[config.mk]
export PLATFORM = sky130hd
export DESIGN_NAME = cpu_status_flags
export DESIGN_NICKNAME = d
export VERILOG_FILES = /design/src/hdl/cpu_status_flags.v /design/src/hdl/flag_alu.v
export VERILOG_INCLUDE_DIRS = /design/src /design/src/hdl
export SDC_FILE = /design/constraint.sdc
export NUM_CORES = 1
export LEC_CHECK = 0
export BUFFER_PORTS_ARGS = -buffer_cell sky130_fd_sc_hd__buf_2
export CAP_MARGIN = 0
export CORE_ASPECT_RATIO = 0.6
export CORE_UTILIZATION = 40
export DETAILED_ROUTE_END_ITERATION = 10
export GPL_ROUTABILITY_DRIVEN = 0
export PLACE_DENSITY = 0.54
export SLEW_MARGIN = 20
export SYNTH_ARGS = -nofsm -noshare
export SYNTH_HDL_FRONTEND = slang
export SYNTH_SLANG_ARGS = --single-unit
[constraint.sdc]
create_clock -name CLK_I -period 14.36 [get_ports CLK_I]
set_clock_uncertainty 0.05 [all_clocks]
set_input_delay 0.718 -clock CLK_I [delete_from_list [all_inputs] [get_ports CLK_I]]
set_output_delay 0.718 -clock CLK_I [all_outputs]
set_load 0.01 [all_outputs]
[src/hdl/cpu_status_flags_map.vh]
`ifndef CPU_STATUS_FLAGS_MAP_VH
`define CPU_STATUS_FLAGS_MAP_VH

// ----------------------------------------
// register byte offsets
// ----------------------------------------
`define OFS_FLAGS 8'h00
`define OFS_OP 8'h04
`define OFS_USP 8'h08
`define OFS_ISP 8'h0c
`define OFS_CUR_SP 8'h10
`define OFS_RESULT 8'h14
`define DATA_SEL_HI 4'h2

// ----------------------------------------
// flag register bit positions
// ----------------------------------------
`define FLAGS_WIDTH 11
`define BIT_CARRY 0
`define BIT_DEBUG 1
`define BIT_ZERO 2
`define BIT_SIGN 3
`define BIT_BANK 4
`define BIT_OVFL 5
`define BIT_IRQ_EN 6
`define BIT_STACK 7

// ----------------------------------------
// operation register fields
// ----------------------------------------
`define OP_CODE_LSB 0
`define OP_SRC_A_LSB 4
`define OP_SRC_B_LSB 6
`define OP_DST_LSB 8
`define OP_WIDTH 10

// ----------------------------------------
// opcodes
// ----------------------------------------
`define OPC_MOV 3'h0
`define OPC_ADD 3'h1
`define OPC_SUB 3'h2
`define OPC_AND 3'h3
`define OPC_OR 3'h4
`define OPC_XOR 3'h5
`define OPC_SHL 3'h6
`define OPC_SHR 3'h7

// ----------------------------------------
// reset values and bus answers
// ----------------------------------------
`define RST_FLAGS 11'h000
`define RST_SP 16'h0000
`define RST_WORD 16'h0000
`define RESP_OKAY 2'h0
`define RESP_SLVERR 2'h2

`endif

[src/hdl/cpu_status_flags.v]
// Operation
// RL1: an 11-bit flag register shows the current processor state
// RL2: carry flag keeps carry, borrow or shifted-out bit of the operation
// RL3: software writes only zero into the debug flag
// RL4: zero flag is 1 for a zero result, else 0
// RL5: sign flag is 1 for a negative result, else 0
// RL6: bank flag picks general register bank 0 or bank 1
// RL7: overflow flag is 1 on overflow, else 0
// RL8: stack flag picks user or interrupt stack pointer as current one
// RL9: flags an operation does not define keep their value
//
// Decided for this implementation: the AXI4-Lite register port and the register offsets.
`timescale 1ns/1ps
`include "cpu_status_flags_map.vh"

module cpu_status_flags #(
    parameter DATA_W = 16
) (
    // clock and reset
    input wire CLK_I,
    input wire SYS_RST_I,
    // axi4-lite write address
    input wire [7:0] AWADDR_I,
    input wire AWVALID_I,
    output reg AWREADY_O,
    // axi4-lite write data
    input wire [31:0] WDATA_I,
    input wire [3:0] WSTRB_I,
    input wire WVALID_I,
    output reg WREADY_O,
    // axi4-lite write response
    output reg [1:0] BRESP_O,
    output reg BVALID_O,
    input wire BREADY_I,
    // axi4-lite read address
    input wire [7:0] ARADDR_I,
    input wire ARVALID_I,
    output reg ARREADY_O,
    // axi4-lite read data
    output reg [31:0] RDATA_O,
    output reg [1:0] RRESP_O,
    output reg RVALID_O,
    input wire RREADY_I,
    // processor state towards the core
    output wire [`FLAGS_WIDTH-1:0] FLAGS_O,
    output wire BANK_SEL_O,
    output wire STACK_SEL_O,
    output reg [DATA_W-1:0] CUR_SP_O
);

// ----------------------------------------
// state
// ----------------------------------------
reg [`FLAGS_WIDTH-1:0] flags;
reg [`FLAGS_WIDTH-1:0] next_flags;
reg [DATA_W-1:0] user_stack_pointer;
reg [DATA_W-1:0] interrupt_stack_pointer;
reg [DATA_W-1:0] next_usp;
reg [DATA_W-1:0] next_isp;
reg [DATA_W-1:0] result;
reg [`OP_WIDTH-1:0] last_op;
reg [DATA_W-1:0] bank_mem [0:7];
reg aw_full;
reg w_full;
reg [7:0] aw_addr;
reg [31:0] w_data;
reg [3:0] w_strb;
integer i;

// ----------------------------------------
// byte-lane merge
// ----------------------------------------
function [31:0] merge;
    input [31:0] old;
    input [31:0] d;
    input [3:0] s;
    integer k;
    begin
        merge = old;
        for (k = 0; k < 4; k = k + 1) begin
            if (s[k]) begin
                merge[k*8 +: 8] = d[k*8 +: 8];
            end
        end
    end
endfunction

// ----------------------------------------
// write channel handshake
// ----------------------------------------
wire aw_take = AWVALID_I && AWREADY_O;
wire w_take = WVALID_I && WREADY_O;
wire have_aw = aw_full || aw_take;
wire have_w = w_full || w_take;
wire do_write = have_aw && have_w && !BVALID_O;
wire next_bvalid = do_write || (BVALID_O && !BREADY_I);
wire next_aw_full = have_aw && !do_write;
wire next_w_full = have_w && !do_write;
wire [7:0] wa = aw_take ? AWADDR_I : aw_addr;
wire [31:0] wd = w_take ? WDATA_I : w_data;
wire [3:0] ws = w_take ? WSTRB_I : w_strb;
wire [7:0] wa_word = {wa[7:2], 2'b00};

// ----------------------------------------
// write decode
// ----------------------------------------
wire sel_flags = (wa_word == `OFS_FLAGS);
wire sel_op = (wa_word == `OFS_OP);
wire sel_usp = (wa_word == `OFS_USP);
wire sel_isp = (wa_word == `OFS_ISP);
wire sel_data = (wa[7:4] == `DATA_SEL_HI);
// read-only words take a write with okay and keep their value
wire sel_ro = (wa_word == `OFS_CUR_SP) || (wa_word == `OFS_RESULT);
wire w_mapped = sel_flags || sel_op || sel_usp || sel_isp || sel_data || sel_ro;
// an op word without its low byte lane is dropped as a whole
wire op_fire = do_write && sel_op && ws[0];
wire [31:0] flags_merged = merge({{(32-`FLAGS_WIDTH){1'b0}}, flags}, wd, ws);
wire [31:0] usp_merged = merge({{(32-DATA_W){1'b0}}, user_stack_pointer}, wd, ws);
wire [31:0] isp_merged = merge({{(32-DATA_W){1'b0}}, interrupt_stack_pointer}, wd, ws);
wire [2:0] data_idx = {flags[`BIT_BANK], wa[3:2]};
wire [31:0] data_merged = merge({{(32-DATA_W){1'b0}}, bank_mem[data_idx]}, wd, ws);

// ----------------------------------------
// operation through the active bank
// ----------------------------------------
wire [2:0] opc = wd[`OP_CODE_LSB +: 3];
wire [1:0] src_a = wd[`OP_SRC_A_LSB +: 2];
wire [1:0] src_b = wd[`OP_SRC_B_LSB +: 2];
wire [1:0] dst = wd[`OP_DST_LSB +: 2];
// operands and destination use the bank held before this edge
wire [DATA_W-1:0] opnd_a = bank_mem[{flags[`BIT_BANK], src_a}]; // RL6
wire [DATA_W-1:0] opnd_b = bank_mem[{flags[`BIT_BANK], src_b}]; // RL6
wire [DATA_W-1:0] alu_result;
wire alu_carry;
wire alu_zero;
wire alu_sign;
wire alu_ovfl;
wire [3:0] alu_def;

flag_alu #(
    .W(DATA_W)
) u_alu (
    .op_i(opc),
    .a_i(opnd_a),
    .b_i(opnd_b),
    .result_o(alu_result),
    .carry_o(alu_carry),
    .zero_o(alu_zero),
    .sign_o(alu_sign),
    .ovfl_o(alu_ovfl),
    .def_o(alu_def)
);

// ----------------------------------------
// next flag, stack pointer values
// ----------------------------------------
always @* begin
    next_flags = flags; // RL9
    if (op_fire) begin
        if (alu_def[0]) begin
            next_flags[`BIT_CARRY] = alu_carry; // RL2
        end
        if (alu_def[1]) begin
            next_flags[`BIT_ZERO] = alu_zero; // RL4
        end
        if (alu_def[2]) begin
            next_flags[`BIT_SIGN] = alu_sign; // RL5
        end
        if (alu_def[3]) begin
            next_flags[`BIT_OVFL] = alu_ovfl; // RL7
        end
    end
    // the debug bit is stored as written; software is trusted to keep it 0
    if (do_write && sel_flags) begin
        next_flags = flags_merged[`FLAGS_WIDTH-1:0]; // RL1 RL3
    end
end

always @* begin
    next_usp = user_stack_pointer;
    next_isp = interrupt_stack_pointer;
    if (do_write && sel_usp) begin
        next_usp = usp_merged[DATA_W-1:0];
    end
    if (do_write && sel_isp) begin
        next_isp = isp_merged[DATA_W-1:0];
    end
end

// ----------------------------------------
// register file update
// ----------------------------------------
always @(posedge CLK_I) begin
    if (SYS_RST_I) begin
        flags <= `RST_FLAGS;
        user_stack_pointer <= `RST_SP;
        interrupt_stack_pointer <= `RST_SP;
        CUR_SP_O <= `RST_SP;
        result <= `RST_WORD;
        last_op <= {`OP_WIDTH{1'b0}};
        for (i = 0; i < 8; i = i + 1) begin
            bank_mem[i] <= `RST_WORD;
        end
    end else begin
        flags <= next_flags; // RL1
        user_stack_pointer <= next_usp;
        interrupt_stack_pointer <= next_isp;
        // registered from next values so it changes with the stack flag
        CUR_SP_O <= next_flags[`BIT_STACK] ? next_isp : next_usp; // RL8
        if (op_fire) begin
            result <= alu_result;
            last_op <= wd[`OP_WIDTH-1:0];
            bank_mem[{flags[`BIT_BANK], dst}] <= alu_result; // RL6
        end
        if (do_write && sel_data) begin
            bank_mem[data_idx] <= data_merged[DATA_W-1:0]; // RL6
        end
    end
end

assign FLAGS_O = flags;
assign BANK_SEL_O = flags[`BIT_BANK]; // RL6
assign STACK_SEL_O = flags[`BIT_STACK]; // RL8

// ----------------------------------------
// write channel registers
// ----------------------------------------
always @(posedge CLK_I) begin
    if (SYS_RST_I) begin
        aw_full <= 1'b0;
        w_full <= 1'b0;
        aw_addr <= 8'h00;
        w_data <= 32'h00000000;
        w_strb <= 4'h0;
        AWREADY_O <= 1'b0;
        WREADY_O <= 1'b0;
        BVALID_O <= 1'b0;
        BRESP_O <= `RESP_OKAY;
    end else begin
        aw_full <= next_aw_full;
        w_full <= next_w_full;
        if (aw_take) begin
            aw_addr <= AWADDR_I;
        end
        if (w_take) begin
            w_data <= WDATA_I;
            w_strb <= WSTRB_I;
        end
        // each side stalls until its pair arrives and the response drains
        AWREADY_O <= !next_aw_full && !next_bvalid;
        WREADY_O <= !next_w_full && !next_bvalid;
        BVALID_O <= next_bvalid;
        if (do_write) begin
            BRESP_O <= w_mapped ? `RESP_OKAY : `RESP_SLVERR;
        end
    end
end

// ----------------------------------------
// read channel
// ----------------------------------------
// data is latched at the address edge so it stands until rready
wire ar_take = ARVALID_I && ARREADY_O;
wire next_rvalid = ar_take || (RVALID_O && !RREADY_I);
wire [7:0] ra_word = {ARADDR_I[7:2], 2'b00};
wire [2:0] rd_idx = {flags[`BIT_BANK], ARADDR_I[3:2]};
reg [31:0] rd_mux;
reg rd_ok;

always @* begin
    rd_mux = 32'h00000000;
    rd_ok = 1'b1;
    if (ARADDR_I[7:4] == `DATA_SEL_HI) begin
        rd_mux[DATA_W-1:0] = bank_mem[rd_idx]; // RL6
    end else begin
        case (ra_word)
            `OFS_FLAGS: rd_mux[`FLAGS_WIDTH-1:0] = flags; // RL1
            `OFS_OP: rd_mux[`OP_WIDTH-1:0] = last_op;
            `OFS_USP: rd_mux[DATA_W-1:0] = user_stack_pointer;
            `OFS_ISP: rd_mux[DATA_W-1:0] = interrupt_stack_pointer;
            `OFS_CUR_SP: rd_mux[DATA_W-1:0] = CUR_SP_O; // RL8
            `OFS_RESULT: rd_mux[DATA_W-1:0] = result;
            default: rd_ok = 1'b0;
        endcase
    end
end

always @(posedge CLK_I) begin
    if (SYS_RST_I) begin
        ARREADY_O <= 1'b0;
        RVALID_O <= 1'b0;
        RDATA_O <= 32'h00000000;
        RRESP_O <= `RESP_OKAY;
    end else begin
        ARREADY_O <= !next_rvalid;
        RVALID_O <= next_rvalid;
        if (ar_take) begin
            RDATA_O <= rd_mux;
            RRESP_O <= rd_ok ? `RESP_OKAY : `RESP_SLVERR;
        end
    end
end

endmodule // cpu_status_flags

[src/hdl/flag_alu.v]
`timescale 1ns/1ps
`include "cpu_status_flags_map.vh"

module flag_alu #(
    parameter W = 16
) (
    // operation and operands
    input wire [2:0] op_i,
    input wire [W-1:0] a_i,
    input wire [W-1:0] b_i,
    // result and flag values
    output reg [W-1:0] result_o,
    output reg carry_o,
    output reg zero_o,
    output reg sign_o,
    output reg ovfl_o,
    // which flags this operation defines: {ovfl, sign, zero, carry}
    output reg [3:0] def_o
);

reg [W:0] wide;

always @* begin
    wide = {(W+1){1'b0}};
    result_o = b_i;
    carry_o = 1'b0;
    ovfl_o = 1'b0;
    def_o = 4'h6;
    case (op_i)
        `OPC_MOV: begin
            result_o = b_i;
        end
        `OPC_ADD: begin
            wide = {1'b0, a_i} + {1'b0, b_i};
            result_o = wide[W-1:0];
            carry_o = wide[W]; // RL2
            ovfl_o = (a_i[W-1] == b_i[W-1]) && (wide[W-1] != a_i[W-1]); // RL7
            def_o = 4'hf;
        end
        `OPC_SUB: begin
            wide = {1'b0, a_i} - {1'b0, b_i};
            result_o = wide[W-1:0];
            // carry holds the borrow: 1 when b exceeds a
            carry_o = wide[W]; // RL2
            ovfl_o = (a_i[W-1] != b_i[W-1]) && (wide[W-1] != a_i[W-1]); // RL7
            def_o = 4'hf;
        end
        `OPC_AND: begin
            result_o = a_i & b_i;
        end
        `OPC_OR: begin
            result_o = a_i | b_i;
        end
        `OPC_XOR: begin
            result_o = a_i ^ b_i;
        end
        `OPC_SHL: begin
            result_o = {a_i[W-2:0], 1'b0};
            carry_o = a_i[W-1]; // RL2
            def_o = 4'h7;
        end
        `OPC_SHR: begin
            result_o = {1'b0, a_i[W-1:1]};
            carry_o = a_i[0]; // RL2
            def_o = 4'h7;
        end
        default: begin
            result_o = b_i;
        end
    endcase
    zero_o = (result_o == {W{1'b0}}); // RL4
    sign_o = result_o[W-1]; // RL5
end

endmodule // flag_alu

== After elaboration in Yosys (flattened, before gate mapping) ==
Memory sizes are Yosys's and may differ from the RTL's.
Cells that the tools add are included.

* Register bits after elaboration: 138
* Input port bits: 59
* Bits in writable memories: 128
* Logic and storage cells: 164
* Output and inout port bits: 70
* Memories kept: 1

* Add/subtract/negate cells: 2
* Bitwise gates (word level): 3
* Equal/unequal tests: 26
* Reductions and logical operators: 59
* Muxes and demuxes: 47

{| class="wikitable"
|+ Memory list
! memory !! depth !! width !! rd ports !! clocked after memory_dff !! wr ports !! RTL line !! source
|-
| bank_mem || 8 || 16 || 3 || 0 || 8 || cpu_status_flags.v:62 || <nowiki>reg [DATA_W-1:0] bank_mem [0:7];</nowiki>
|}

{| class="wikitable"
|+ Operators with widths
! cell !! number
|-
| $pmux 16 s8 || 1
|-
| $mux 16 || 7
|-
| $mux 8 || 9
|-
| $pmux 10 s6 || 1
|-
| $reduce_or 16->1 || 2
|-
| $eq 6x2->1 const B || 4
|-
| $eq 6x3->1 const B || 4
|-
| $pmux 5 s4 || 1
|-
| $logic_and 1x1->1 || 19
|-
| $add 16x16->17 || 1
|-
| $mux 1 || 17
|-
| $sub 16x16->17 || 1
|-
| $and 16x16->16 || 1
|-
| $logic_not 16->1 || 1
|-
| $logic_not 8->1 || 2
|-
| $or 16x16->16 || 1
|-
| $xor 16x16->16 || 1
|-
| $eq 3x3->1 const B || 4
|-
| $eq 6x1->1 const B || 2
|-
| $reduce_and 3->1 || 4
|-
| $logic_or 1x1->1 || 10
|-
| $mux 2 || 5
|-
| $reduce_bool 2->1 || 5
|-
| $eq 4x2->1 const B || 2
|-
| other kinds (16) || 32
|}

== Longest topological paths before layout ==
Gate-level depths: netlist of run 1.

* Depth in word-level cells: 12
* Mapped depth: 21
* Gate-level depth less buffers: 17

== By module ==
From an unflattened synthesis of run 1, not the netlist that was laid out.

* Cells, all modules: 1613
* Area total of the unflattened synthesis: 16819.9 µm²

{| class="wikitable"
|+ By module, submodules not included
! module !! instances !! area an instance (µm²) !! cells each !! sequential area each (µm²)
|-
| cpu_status_flags || 1 || 13788.2 || 1164 || 6526.3
|-
| flag_alu || 1 || 3031.7 || 449 || 0.0
|}

== Least setup slack after synthesis of run 1 ==
No wires, ideal clock.

* Kind: input to register
* Start point: in WVALID_I
* End point: mem bank_mem[0][15] (data pin)
* Buffers on the path: 5
* Arrival: 5.469 ns
* Setup time: 0.270 ns
* Path slack: 8.571 ns
* Stages on the path: 20
* Data required time: 14.040 ns
* Cell sequence: buf_6 -> nand2_4 -> mux2i_1 -> buf_2 -> buf_4 -> buf_2 -> mux4_2 -> mux2i_1 -> inv_1 -> ha_1 -> clkbuf_1 -> o211ai_1 -> o211ai_1 -> a211oi_1 -> a211oi_1 -> mux2_2 -> a2111oi_0 -> a32oi_1 -> o21ai_1 -> nor2_1

{| class="wikitable"
|+ RTL lines
! what !! RTL line !! source
|-
| start, declared || cpu_status_flags.v:29 || <nowiki>input wire WVALID_I,</nowiki>
|-
| end, declared || cpu_status_flags.v:62 ||
|}

==> results of run 1 <==
cells by family (layout without fill, tap and decap cells):
family | Yosys count | in the layout | share of synthesized area, %
AOI/OAI and AO/OA | 365 | 365 | 14.9
adders and majority gates | 52 | 52 | 4.04
xor gates and xnor gates | 14 | 14 | 0.744
other | 1 | 20 | 0.0227
and+or+nand+nor | 534 | 534 | 14.5
DFF | 262 | 262 | 39.6
buffers and inverters | 180 | 217 | 4.99
muxes | 239 | 239 | 21.3
flip-flops by register name, indices dropped and copies added (netlist names), 2 cells and up:
name                     cells
last_op                     10
bank_mem                   128
w_strb                       2
RDATA_O                     16
interrupt_stack_pointer     16
user_stack_pointer          16
w_data                      16
CUR_SP_O                    16
result                      16
aw_addr                      6
FLAGS_O                     11
per-layer routing:
layer / global-route usage, % / vias up / share of wire [%] / wire (microns)
li1: - / 6155 / - / -
met1: 42.7 / 6823 / 47 / 27100
met4: 6.92 / 0 / 2.3 / 1340
met5: 0 / - / 0 / 0
met3: 7.33 / 77 / 12 / 6620
met2: 35.0 / 754 / 39 / 22200
worst paths after layout:
kind,start,endpoint,slack (ns),cells after the start
worst min-delay path,w_full,WREADY_O,0.38,1
worst min register to register,w_full,WREADY_O,0.38,1
worst max register to register,WREADY_O,bank_mem[2][15],7.03,19
worst max-delay path,WVALID_I,bank_mem[2][15],7.02,19
area by class of cell:
class | count | area [sq um]
Clock inverter | 19 | 208
Tap cell | 531 | 664
Sequential cell | 262 | 6530
Antenna cell | 2 | 5.00
Clock buffer | 27 | 633
Multi-Input combinational cell | 1222 | 9270
Fill cell | 3846 | 22400
Timing Repair Buffer | 120 | 686
Inverter | 51 | 191
power groups by stage:
stage	sequential (mW)	combinational [mW]	clock (mW)
floorplan	0.829	0.333	0
finish	0.817	0.498	0.709
detailed placement	0.833	0.480	0
global route	0.819	0.529	0.741
global placement	0.832	0.478	0
CTS	0.817	0.483	0.712
per-stage QoR:
stage                     utilization, %  area [sq um]  power, mW
after detailed placement            42.7         17300       1.31
after global placement              42.7         17300       1.31
after CTS                           44.8         18200       2.01
after global routing                44.8         18200       2.09
final                               44.8         18200       2.02
after floorplan                        -         16600       1.16
Yosys cell counts (45+ instances only):
master | count | area (sq um)
nor2_1 | 287 | 1080
clkbuf_1 | 75 | 282
nand2_1 | 105 | 394
mux2i_1 | 112 | 1120
edfxtp_1 | 128 | 3840
a211oi_1 | 51 | 383
a21oi_1 | 110 | 551
ha_1 | 50 | 626
o21ai_0 | 45 | 225
dfxtp_1 | 134 | 2680
inv_1 | 50 | 188
mux4_2 | 85 | 1910
==> flow_summary.json, run 1 <==
{
  "htree_levels": 1,
  "most-common-layout-cells": "nor2_1 (285), dfxtp_1 (133), edfxtp_1 (128)",
  "grt_max_degree": 64,
  "p_leak_nw": 7.16,
  "row_count": 57,
  "clockPowerShare_pct": 35.0,
  "antenna_found_initial": 2,
  "finalSetupTns_ns": 0,
  "grt_overflow": 0,
  "drt_iter0_markers": 1809,
  "final_common_cell": "nor2_1",
  "worst_pin_slew_ns": 1.24,
  "finalCriticalPeriod_ns": 7.34,
  "synth-edff-count": 128,
  "dieWidth_microns": 264,
  "syn-cell-area_sq_um": 16500,
  "endpoint_kind": "register",
  "cellInternalPower_mw": 1.37,
  "syn2layout_area_growth_pct": 10.3,
  "grt_pass1_vias": 12900,
  "setup_viol": 0,
  "crit_fanout": 24,
  "hold_violations": 0,
  "synth_cell_type_count": 81,
  "clkTransAtPathRegs_ns": 0.07,
  "post-place-ws_ns": 6.65,
  "cp.required_ns": 14.61,
  "stdcell_count": 2234,
  "drc": 0,
  "slowest_stage": "a211oi_1",
  "synthCells": 1647,
  "hold_buffers": 0,
  "final_max_slew_viol_count": 0,
  "track_usage_pct": 26.9,
  "num_vias": 13800,
  "initial_core_util_pct": 40.6,
  "cts_tree": "built",
  "combPwrFrac_pct": 24.6,
  "worst_ep_arrival_time_ns": 7.59,
  "synth_area_per_cell_sq_um": 10.0,
  "synth-seq-cells": 262,
  "maxCapViolCount": 0,
  "routed_wl_microns": 57400,
  "die_y_microns": 159,
  "clockRootBuffer": "clkbuf_16",
  "ir_drop_mv": 0.0702,
  "final_critical_path_setup_slack_ns": 7.02,
  "cp_num_buf_inv": 5,
  "synth_ff_type": "dfxtp_1",
  "crit_chain": "buf_2 -> nand2_4 -> mux2i_4 -> buf_4 -> buf_4 -> mux4_2 -> mux2i_1 -> inv_1 -> ha_1 -> o211ai_1 -> nor2_1 -> a211oi_1 -> a211oi_1 -> mux2_2 -> a2111oi_0 -> a32oi_1 -> buf_4 -> o21ai_1 -> nor2_1",
  "seq_area_frac_synth_pct": 39.6,
  "final_layout_size_suffix_gt1_share_pct": 18.1,
  "synthArstFlopShare_pct": 0,
  "drtAntennaViolNets": 0,
  "timing.final.crit_share_pct": 51.1,
  "dp_hpwl_microns": 41700,
  "rsz0062_at_grt": "no",
  "cp_common_cell": "buf_4",
  "switching_share_pct": 32.4,
  "cts_resized": 0,
  "ys_warn_count": 0,
  "core_sq_um": 40600,
  "cts_buffers": 25,
  "wl_per_cell_microns": 25.7,
  "critPathTopFamily": "compound AO/OA/AOI/OAI gates",
  "layout.nets": 1793,
  "dp_cells": 2186,
  "io_pins": 129,
  "critPathKind": "in -> reg",
  "firstDrtPassIters": 6,
  "power.switching_mw": 0.656,
  "cts_setup_buffers": 0,
  "clockBufferDepth": 3,
  "hold_class": "reg -> reg",
  "p_per_area_nw_per_um2": 111,
  "fin_hold_ws_ns": 0.378,
  "maxSlewHeadroom_pct": 16.7,
  "setup.worst_path.start_class": "input pin",
  "cpPeakStageDelay_ns": 0.61,
  "port_buffers": 88,
  "insertion_delay_ns": 0.57,
  "clock.fmax_mhz": 136,
  "grt_pass1_wl_microns": 84500,
  "status": "complete, no violations",
  "seqPwrFrac_pct": 40.4,
  "vias_per_cell": 6.18,
  "die_area_sq_um": 42100,
  "clock-sinks": 262
}
Note: power is estimated with default switching activity, not from simulation.
==> inputs of run 2 (changes only) <==
PLACE_DENSITY = 0.56   (was 0.54)
clock period = 6.7 ns   (was 14.36 ns; I/O delays follow)
==> flow_summary.json, run 2 (synthesized netlist as in run 1, its figures left out) <==
{
  "row_count": 57,
  "clockBufferDepth": 3,
  "p_per_area_nw_per_um2": 236,
  "regMostFlops": "bank_mem",
  "num_vias": 14000,
  "setup_viol": 0,
  "most-common-layout-cells": "nor2_1 (285), dfxtp_1 (132), edfxtp_1 (128)",
  "cts_tree": "built",
  "port_buffers": 88,
  "endpoint_kind": "register",
  "grt_max_degree": 68,
  "drtAntennaViolNets": 0,
  "worst_ep_arrival_time_ns": 6.74,
  "die_area_sq_um": 42100,
  "maxCapViolCount": 0,
  "track_usage_pct": 27.4,
  "clock-sinks": 262,
  "status": "complete, no violations",
  "htree_levels": 1,
  "final_common_cell": "nor2_1",
  "final_max_slew_viol_count": 0,
  "setup.worst_path.start_class": "register",
  "clkTransAtPathRegs_ns": 0.07,
  "n_antenna_cell": 0,
  "drc": 0,
  "io_pins": 129,
  "syn2layout_area_growth_pct": 12.3,
  "n_fill_cell": 3811,
  "firstDrtPassIters": 6,
  "finalCriticalPeriod_ns": 6.28,
  "cts_buffers": 26,
  "hold_class": "in -> reg",
  "r2r_slack_ns": 0.42,
  "stdcell_count": 2270,
  "die_y_microns": 159,
  "largest_reg_flops": 128,
  "core_sq_um": 40600,
  "final_critical_path_setup_slack_ns": 0.417,
  "cpPeakStageDelay_ns": 0.59,
  "insertion_delay_ns": 0.58,
  "routed_wl_microns": 58500,
  "power_mw": 4.37,
  "crit_fanout": 12,
  "vias_per_cell": 6.16,
  "p_leak_nw": 7.34,
  "fin_util_pct": 45.6,
  "drt_iter0_markers": 1943,
  "cp.required_ns": 7.15,
  "initial_core_util_pct": 40.6,
  "ir_drop_mv": 0.180,
  "grt_overflow": 0,
  "finalSetupTns_ns": 0,
  "clock.fmax_mhz": 159,
  "critPathKind": "reg -> reg",
  "antenna_found_initial": 1,
  "crit_chain": "and2_1 -> mux2i_4 -> buf_12 -> mux4_2 -> mux2i_1 -> inv_1 -> ha_1 -> a211oi_1 -> o211ai_1 -> a211oi_1 -> a211oi_1 -> mux2_2 -> a2111oi_0 -> a32oi_2 -> or4_1 -> o21ai_1",
  "cp_num_buf_inv": 2,
  "rsz0062_at_grt": "no",
  "hold_violations": 0,
  "post-place-ws_ns": 0.409,
  "dieWidth_microns": 264,
  "clockRootBuffer": "clkbuf_16",
  "critPathTopFamily": "compound AO/OA/AOI/OAI gates",
  "worst_pin_slew_ns": 1.12,
  "grt_pass1_wl_microns": 87000,
  "slowest_stage": "dfxtp_2",
  "timing.final.crit_share_pct": 93.8,
  "cp_common_cell": "a211oi_1",
  "layout.nets": 1830,
  "grt_pass1_vias": 13200,
  "cts_setup_buffers": 0,
  "dp_cells": 2219,
  "wl_per_cell_microns": 25.8,
  "maxSlewHeadroom_pct": 25.2,
  "dp_hpwl_microns": 42800,
  "final_layout_size_suffix_gt1_share_pct": 20.1
}
==> run 2: cell count changes in the layout (fill, tap and decap cells not counted), sizes merged <==
cell         change
buf             +33
clkbuf           +3
clkinvlp         +3
dlygate4sd3      +3
bufinv           -2
diode            -2
clkinv           -1
inv              -1
==> run 2: stage by stage <==
step	cell area, sq um	hold slack, ns
global route	18500	0.0327
CTS	18500	0.0176
finish	18500	0.0356
global placement	17600	0.356
floorplan	16600	0.352
detailed placement	17600	0.365
==> run 2: area by class of cell <==
| type | instances | area (sq um) | share of cell area [%] |
|---|---|---|---|
| clock inverters | 18 | 179 | 0.967 |
| flip-flops and latches | 262 | 6530 | 35.3 |
| well taps | 531 | 664 | 3.59 |
| multi-input cells | 1222 | 9270 | 50.1 |
| inverters | 51 | 191 | 1.03 |
| repair buffers | 156 | 1010 | 5.47 |
| clock buffers | 30 | 666 | 3.60 |
==> run 2: path summary, 6_finish.rpt <==
kind | cells past startpoint | start | to
setup / recovery | 16 | WREADY_O | FLAGS_O[2]
hold reg to reg | 1 | w_full | WREADY_O
setup reg to reg | 16 | WREADY_O | FLAGS_O[2]
hold / removal | 4 | BREADY_I | BVALID_O
==> run 2: layer usage <==
layer | part of all wire (%) | up-vias | track usage, %
li1 | - | 6221 | -
met3 | 12 | 60 | 7.44
met4 | 1.4 | 2 | 4.49
met1 | 48 | 6948 | 44.1
met5 | 0.046 | - | 0.676
met2 | 39 | 763 | 36.0
==> run 2: timing repair <==
| action | in CTS | in global routing |
|---|---|---|
| gates resized for setup | 0 | 2 |
| hold endpoints to repair | 4 | 0 |
| hold buffers | 3 | 0 |
| endpoints found under the setup margin | 0 | 9 |
==> run 2: report_power, final <==
group / total, mW / switching, mW / internal, mW
sequential: 1.76 / 0.0367 / 1.72
combinational: 1.12 / 0.719 / 0.404
clock: 1.49 / 0.694 / 0.801
==> run 2: worst register-to-register path, cell delays in order, from the launching register on <==
cell       delay (ns)
dfxtp_2          0.59
and2_1           0.28
mux2i_4          0.51
buf_12           0.23
mux4_2           0.31
mux2i_1          0.39
inv_1            0.16
ha_1             0.39
a211oi_1         0.12
o211ai_1         0.38
a211oi_1         0.21
a211oi_1         0.54
mux2_2           0.39
a2111oi_0        0.51
a32oi_2          0.42
or4_1            0.60
o21ai_1          0.14
==> inputs of run 3 (changes only) <==
SYNTH_HIERARCHICAL = 1   (was not set)
==> flow_summary.json, run 3 <==
{
  "status": "complete, no violations",
  "io_pins": 129,
  "synthArstFlopShare_pct": 0,
  "grt_max_degree": 76,
  "yosysMostFrequentCell": "nor2_1",
  "cts_setup_buffers": 0,
  "critPathKind": "reg -> reg",
  "stdcell_count": 2254,
  "p_leak_nw": 6.99,
  "final_area_sq_um": 18800,
  "wl_per_cell_microns": 25.7,
  "final_common_cell": "nor2_1",
  "finalSetupTns_ns": 0,
  "clock-sinks": 262,
  "setup_viol": 0,
  "met2_wirelength_microns": 22800,
  "cp.required_ns": 7.06,
  "clock.fmax_mhz": 157,
  "top_layer": "met4",
  "endpoint_kind": "register",
  "rsz0062_at_grt": "no",
  "dieWidth_microns": 267,
  "n_antenna_cell": 0,
  "initial_core_util_pct": 41.1,
  "vias_per_cell": 6.18,
  "die_y_microns": 161,
  "antenna_found_initial": 0,
  "timing.final.crit_share_pct": 94.9,
  "seq_area_frac_synth_pct": 38.8,
  "insertion_delay_ns": 0.57,
  "cpPeakStageDelay_ns": 0.83,
  "most-common-layout-cells": "nor2_1 (280), dfxtp_1 (133), edfxtp_1 (128)",
  "clockRootBuffer": "clkbuf_16",
  "grt_pass1_vias": 13100,
  "grt_pass1_wl_microns": 85700,
  "hold_class": "in -> reg",
  "worst_pin_slew_ns": 1.21,
  "dp_cells": 2199,
  "track_usage_pct": 27.0,
  "synth_ff_type": "dfxtp_1",
  "syn2layout_area_growth_pct": 11.7,
  "core_sq_um": 40900,
  "synth-edff-count": 128,
  "synth_cell_type_count": 98,
  "drt_iter0_markers": 1913,
  "p_per_area_nw_per_um2": 246,
  "routed_wl_microns": 57900,
  "maxCapViolCount": 0,
  "die_area_sq_um": 42900,
  "synth-seq-cells": 262,
  "ys_warn_count": 6,
  "crit_chain": "nand2_1 -> buf_4 -> mux2_2 -> mux4_2 -> mux2_2 -> inv_1 -> ha_1 -> o21bai_1 -> nand2_1 -> and3_1 -> o31a_1 -> o41ai_2 -> a211o_1 -> a21oi_1 -> o31ai_1 -> nor4_2 -> mux2_2 -> mux2i_1 -> nor2_1",
  "final_layout_size_suffix_gt1_share_pct": 24.7,
  "drc": 0,
  "hold_violations": 0,
  "wl_met3_microns": 7380,
  "regMostFlops": "bank_mem",
  "synthTopCellsByCount": "nor2_1 (280), dfxtp_1 (134), edfxtp_1 (128), nand2_1 (106), mux4_2 (103)",
  "layout.nets": 1784,
  "slowest_stage": "o31ai_1",
  "htree_levels": 1,
  "crit_fanout": 20,
  "port_buffers": 88,
  "synth_area_per_cell_sq_um": 10.4,
  "synthCells": 1613,
  "firstDrtPassIters": 8,
  "worst_ep_arrival_time_ns": 6.71,
  "grt_overflow": 0,
  "drtAntennaViolNets": 0,
  "synth.top_cells.by_area": "edfxtp_1 (23%), dfxtp_1 (16%), mux4_2 (14%)",
  "ir_drop_mv": 0.186,
  "cts_resized": 0,
  "maxSlewHeadroom_pct": 18.6,
  "placed_cell_area_sq_um": 17800,
  "setup.worst_path.start_class": "register",
  "wl_met1_microns": 26800,
  "cp_common_cell": "mux2_2",
  "netlist.area_leader.share_pct": 22.9,
  "clockBufferDepth": 3,
  "finalCriticalPeriod_ns": 6.36,
  "final_max_slew_viol_count": 0,
  "dp_hpwl_microns": 43200,
  "cts_tree": "built",
  "num_vias": 13900,
  "syn-cell-area_sq_um": 16800,
  "largest_reg_flops": 128,
  "hold_buffers": 5,
  "r2r_slack_ns": 0.34,
  "row_count": 57,
  "synth_top_area_cell": "edfxtp_1",
  "cts_buffers": 27,
  "clkTransAtPathRegs_ns": 0.07
}
## run 3: cell types whose count changed in the layout (fill, tap and decap cells not counted), moves of 19 or more
cell / previous run / this run
and2_1: 24 / 5
a211oi_1: 51 / 28
a21oi_1: 109 / 90
mux2i_1: 110 / 77
mux2_2: 37 / 73
nand2_2: 0 / 19
## run 3: cell families after synthesis
family / after synthesis / share of synthesized area (%)
xor gates and xnor gates: 6 / 0.312
buffers and inverters: 181 / 5.10
other: 2 / 0.0446
and+or+nand+nor: 542 / 15.0
DFF: 262 / 38.8
muxes: 255 / 23.4
adders and majority gates: 52 / 3.96
AOI/OAI and AO/OA: 313 / 13.4
## run 3: area by class of cell
| class | instances | area (sq um) |
|---|---|---|
| clock buffers | 32 | 726 |
| clock inverters | 18 | 245 |
| fillers | 3914 | 22200 |
| inverters | 56 | 210 |
| multi-input cells | 1188 | 9530 |
| flip-flops and latches | 262 | 6530 |
| well taps | 560 | 701 |
| repair buffers | 138 | 843 |
## run 3: layer usage
| layer | global-route usage [%] | vias to the layer above |
|---|---|---|
| met5 | 0 | - |
| met4 | 5.04 | 0 |
| met3 | 6.85 | 63 |
| met2 | 35.7 | 837 |
| met1 | 43.2 | 6946 |
| li1 | - | 6092 |
## run 3: where the power goes
group / internal [mW] / switching [mW] / leakage [nW]
Combinational: 0.412 / 0.779 / 4.11
Clock: 0.976 / 0.690 / 0.474
Sequential: 1.72 / 0.0375 / 2.41
## run 3: critical path, delay by kind of cell, from the launching register on
family                   cells  cell delay, ns
AO/OA/AOI/OAI                6            2.29
adder cells (fa/ha/maj)      1            0.29
AND/OR/NAND/NOR              5            0.78
buffers and inverters        2            0.44
multiplexers                 5            1.89
flip-flops                   1            0.44
## run 3: through the flow
| step | util (%) | hold slack [ns] | power (mW) | setup WS (ns) |
|---|---|---|---|---|
| floorplan | - | 0.366 | 2.55 | 1.10 |
| global placement | 43.4 | 0.392 | 2.92 | 0.655 |
| detailed placement | 43.4 | 0.396 | 2.93 | 0.536 |
| CTS | 45.9 | 0.00809 | 4.60 | 0.488 |
| global route | 45.9 | 0.0454 | 4.76 | 0.0772 |
| finish | 45.9 | 0.0205 | 4.61 | 0.345 |
## run 3: path summary, 6_finish.rpt
path,from,to,cells after the start
setup / recovery,WREADY_O,FLAGS_O[2],19
hold / removal,WDATA_I[13],w_data[13],3
setup reg to reg,WREADY_O,FLAGS_O[2],19
hold reg to reg,result[9],result[9],2
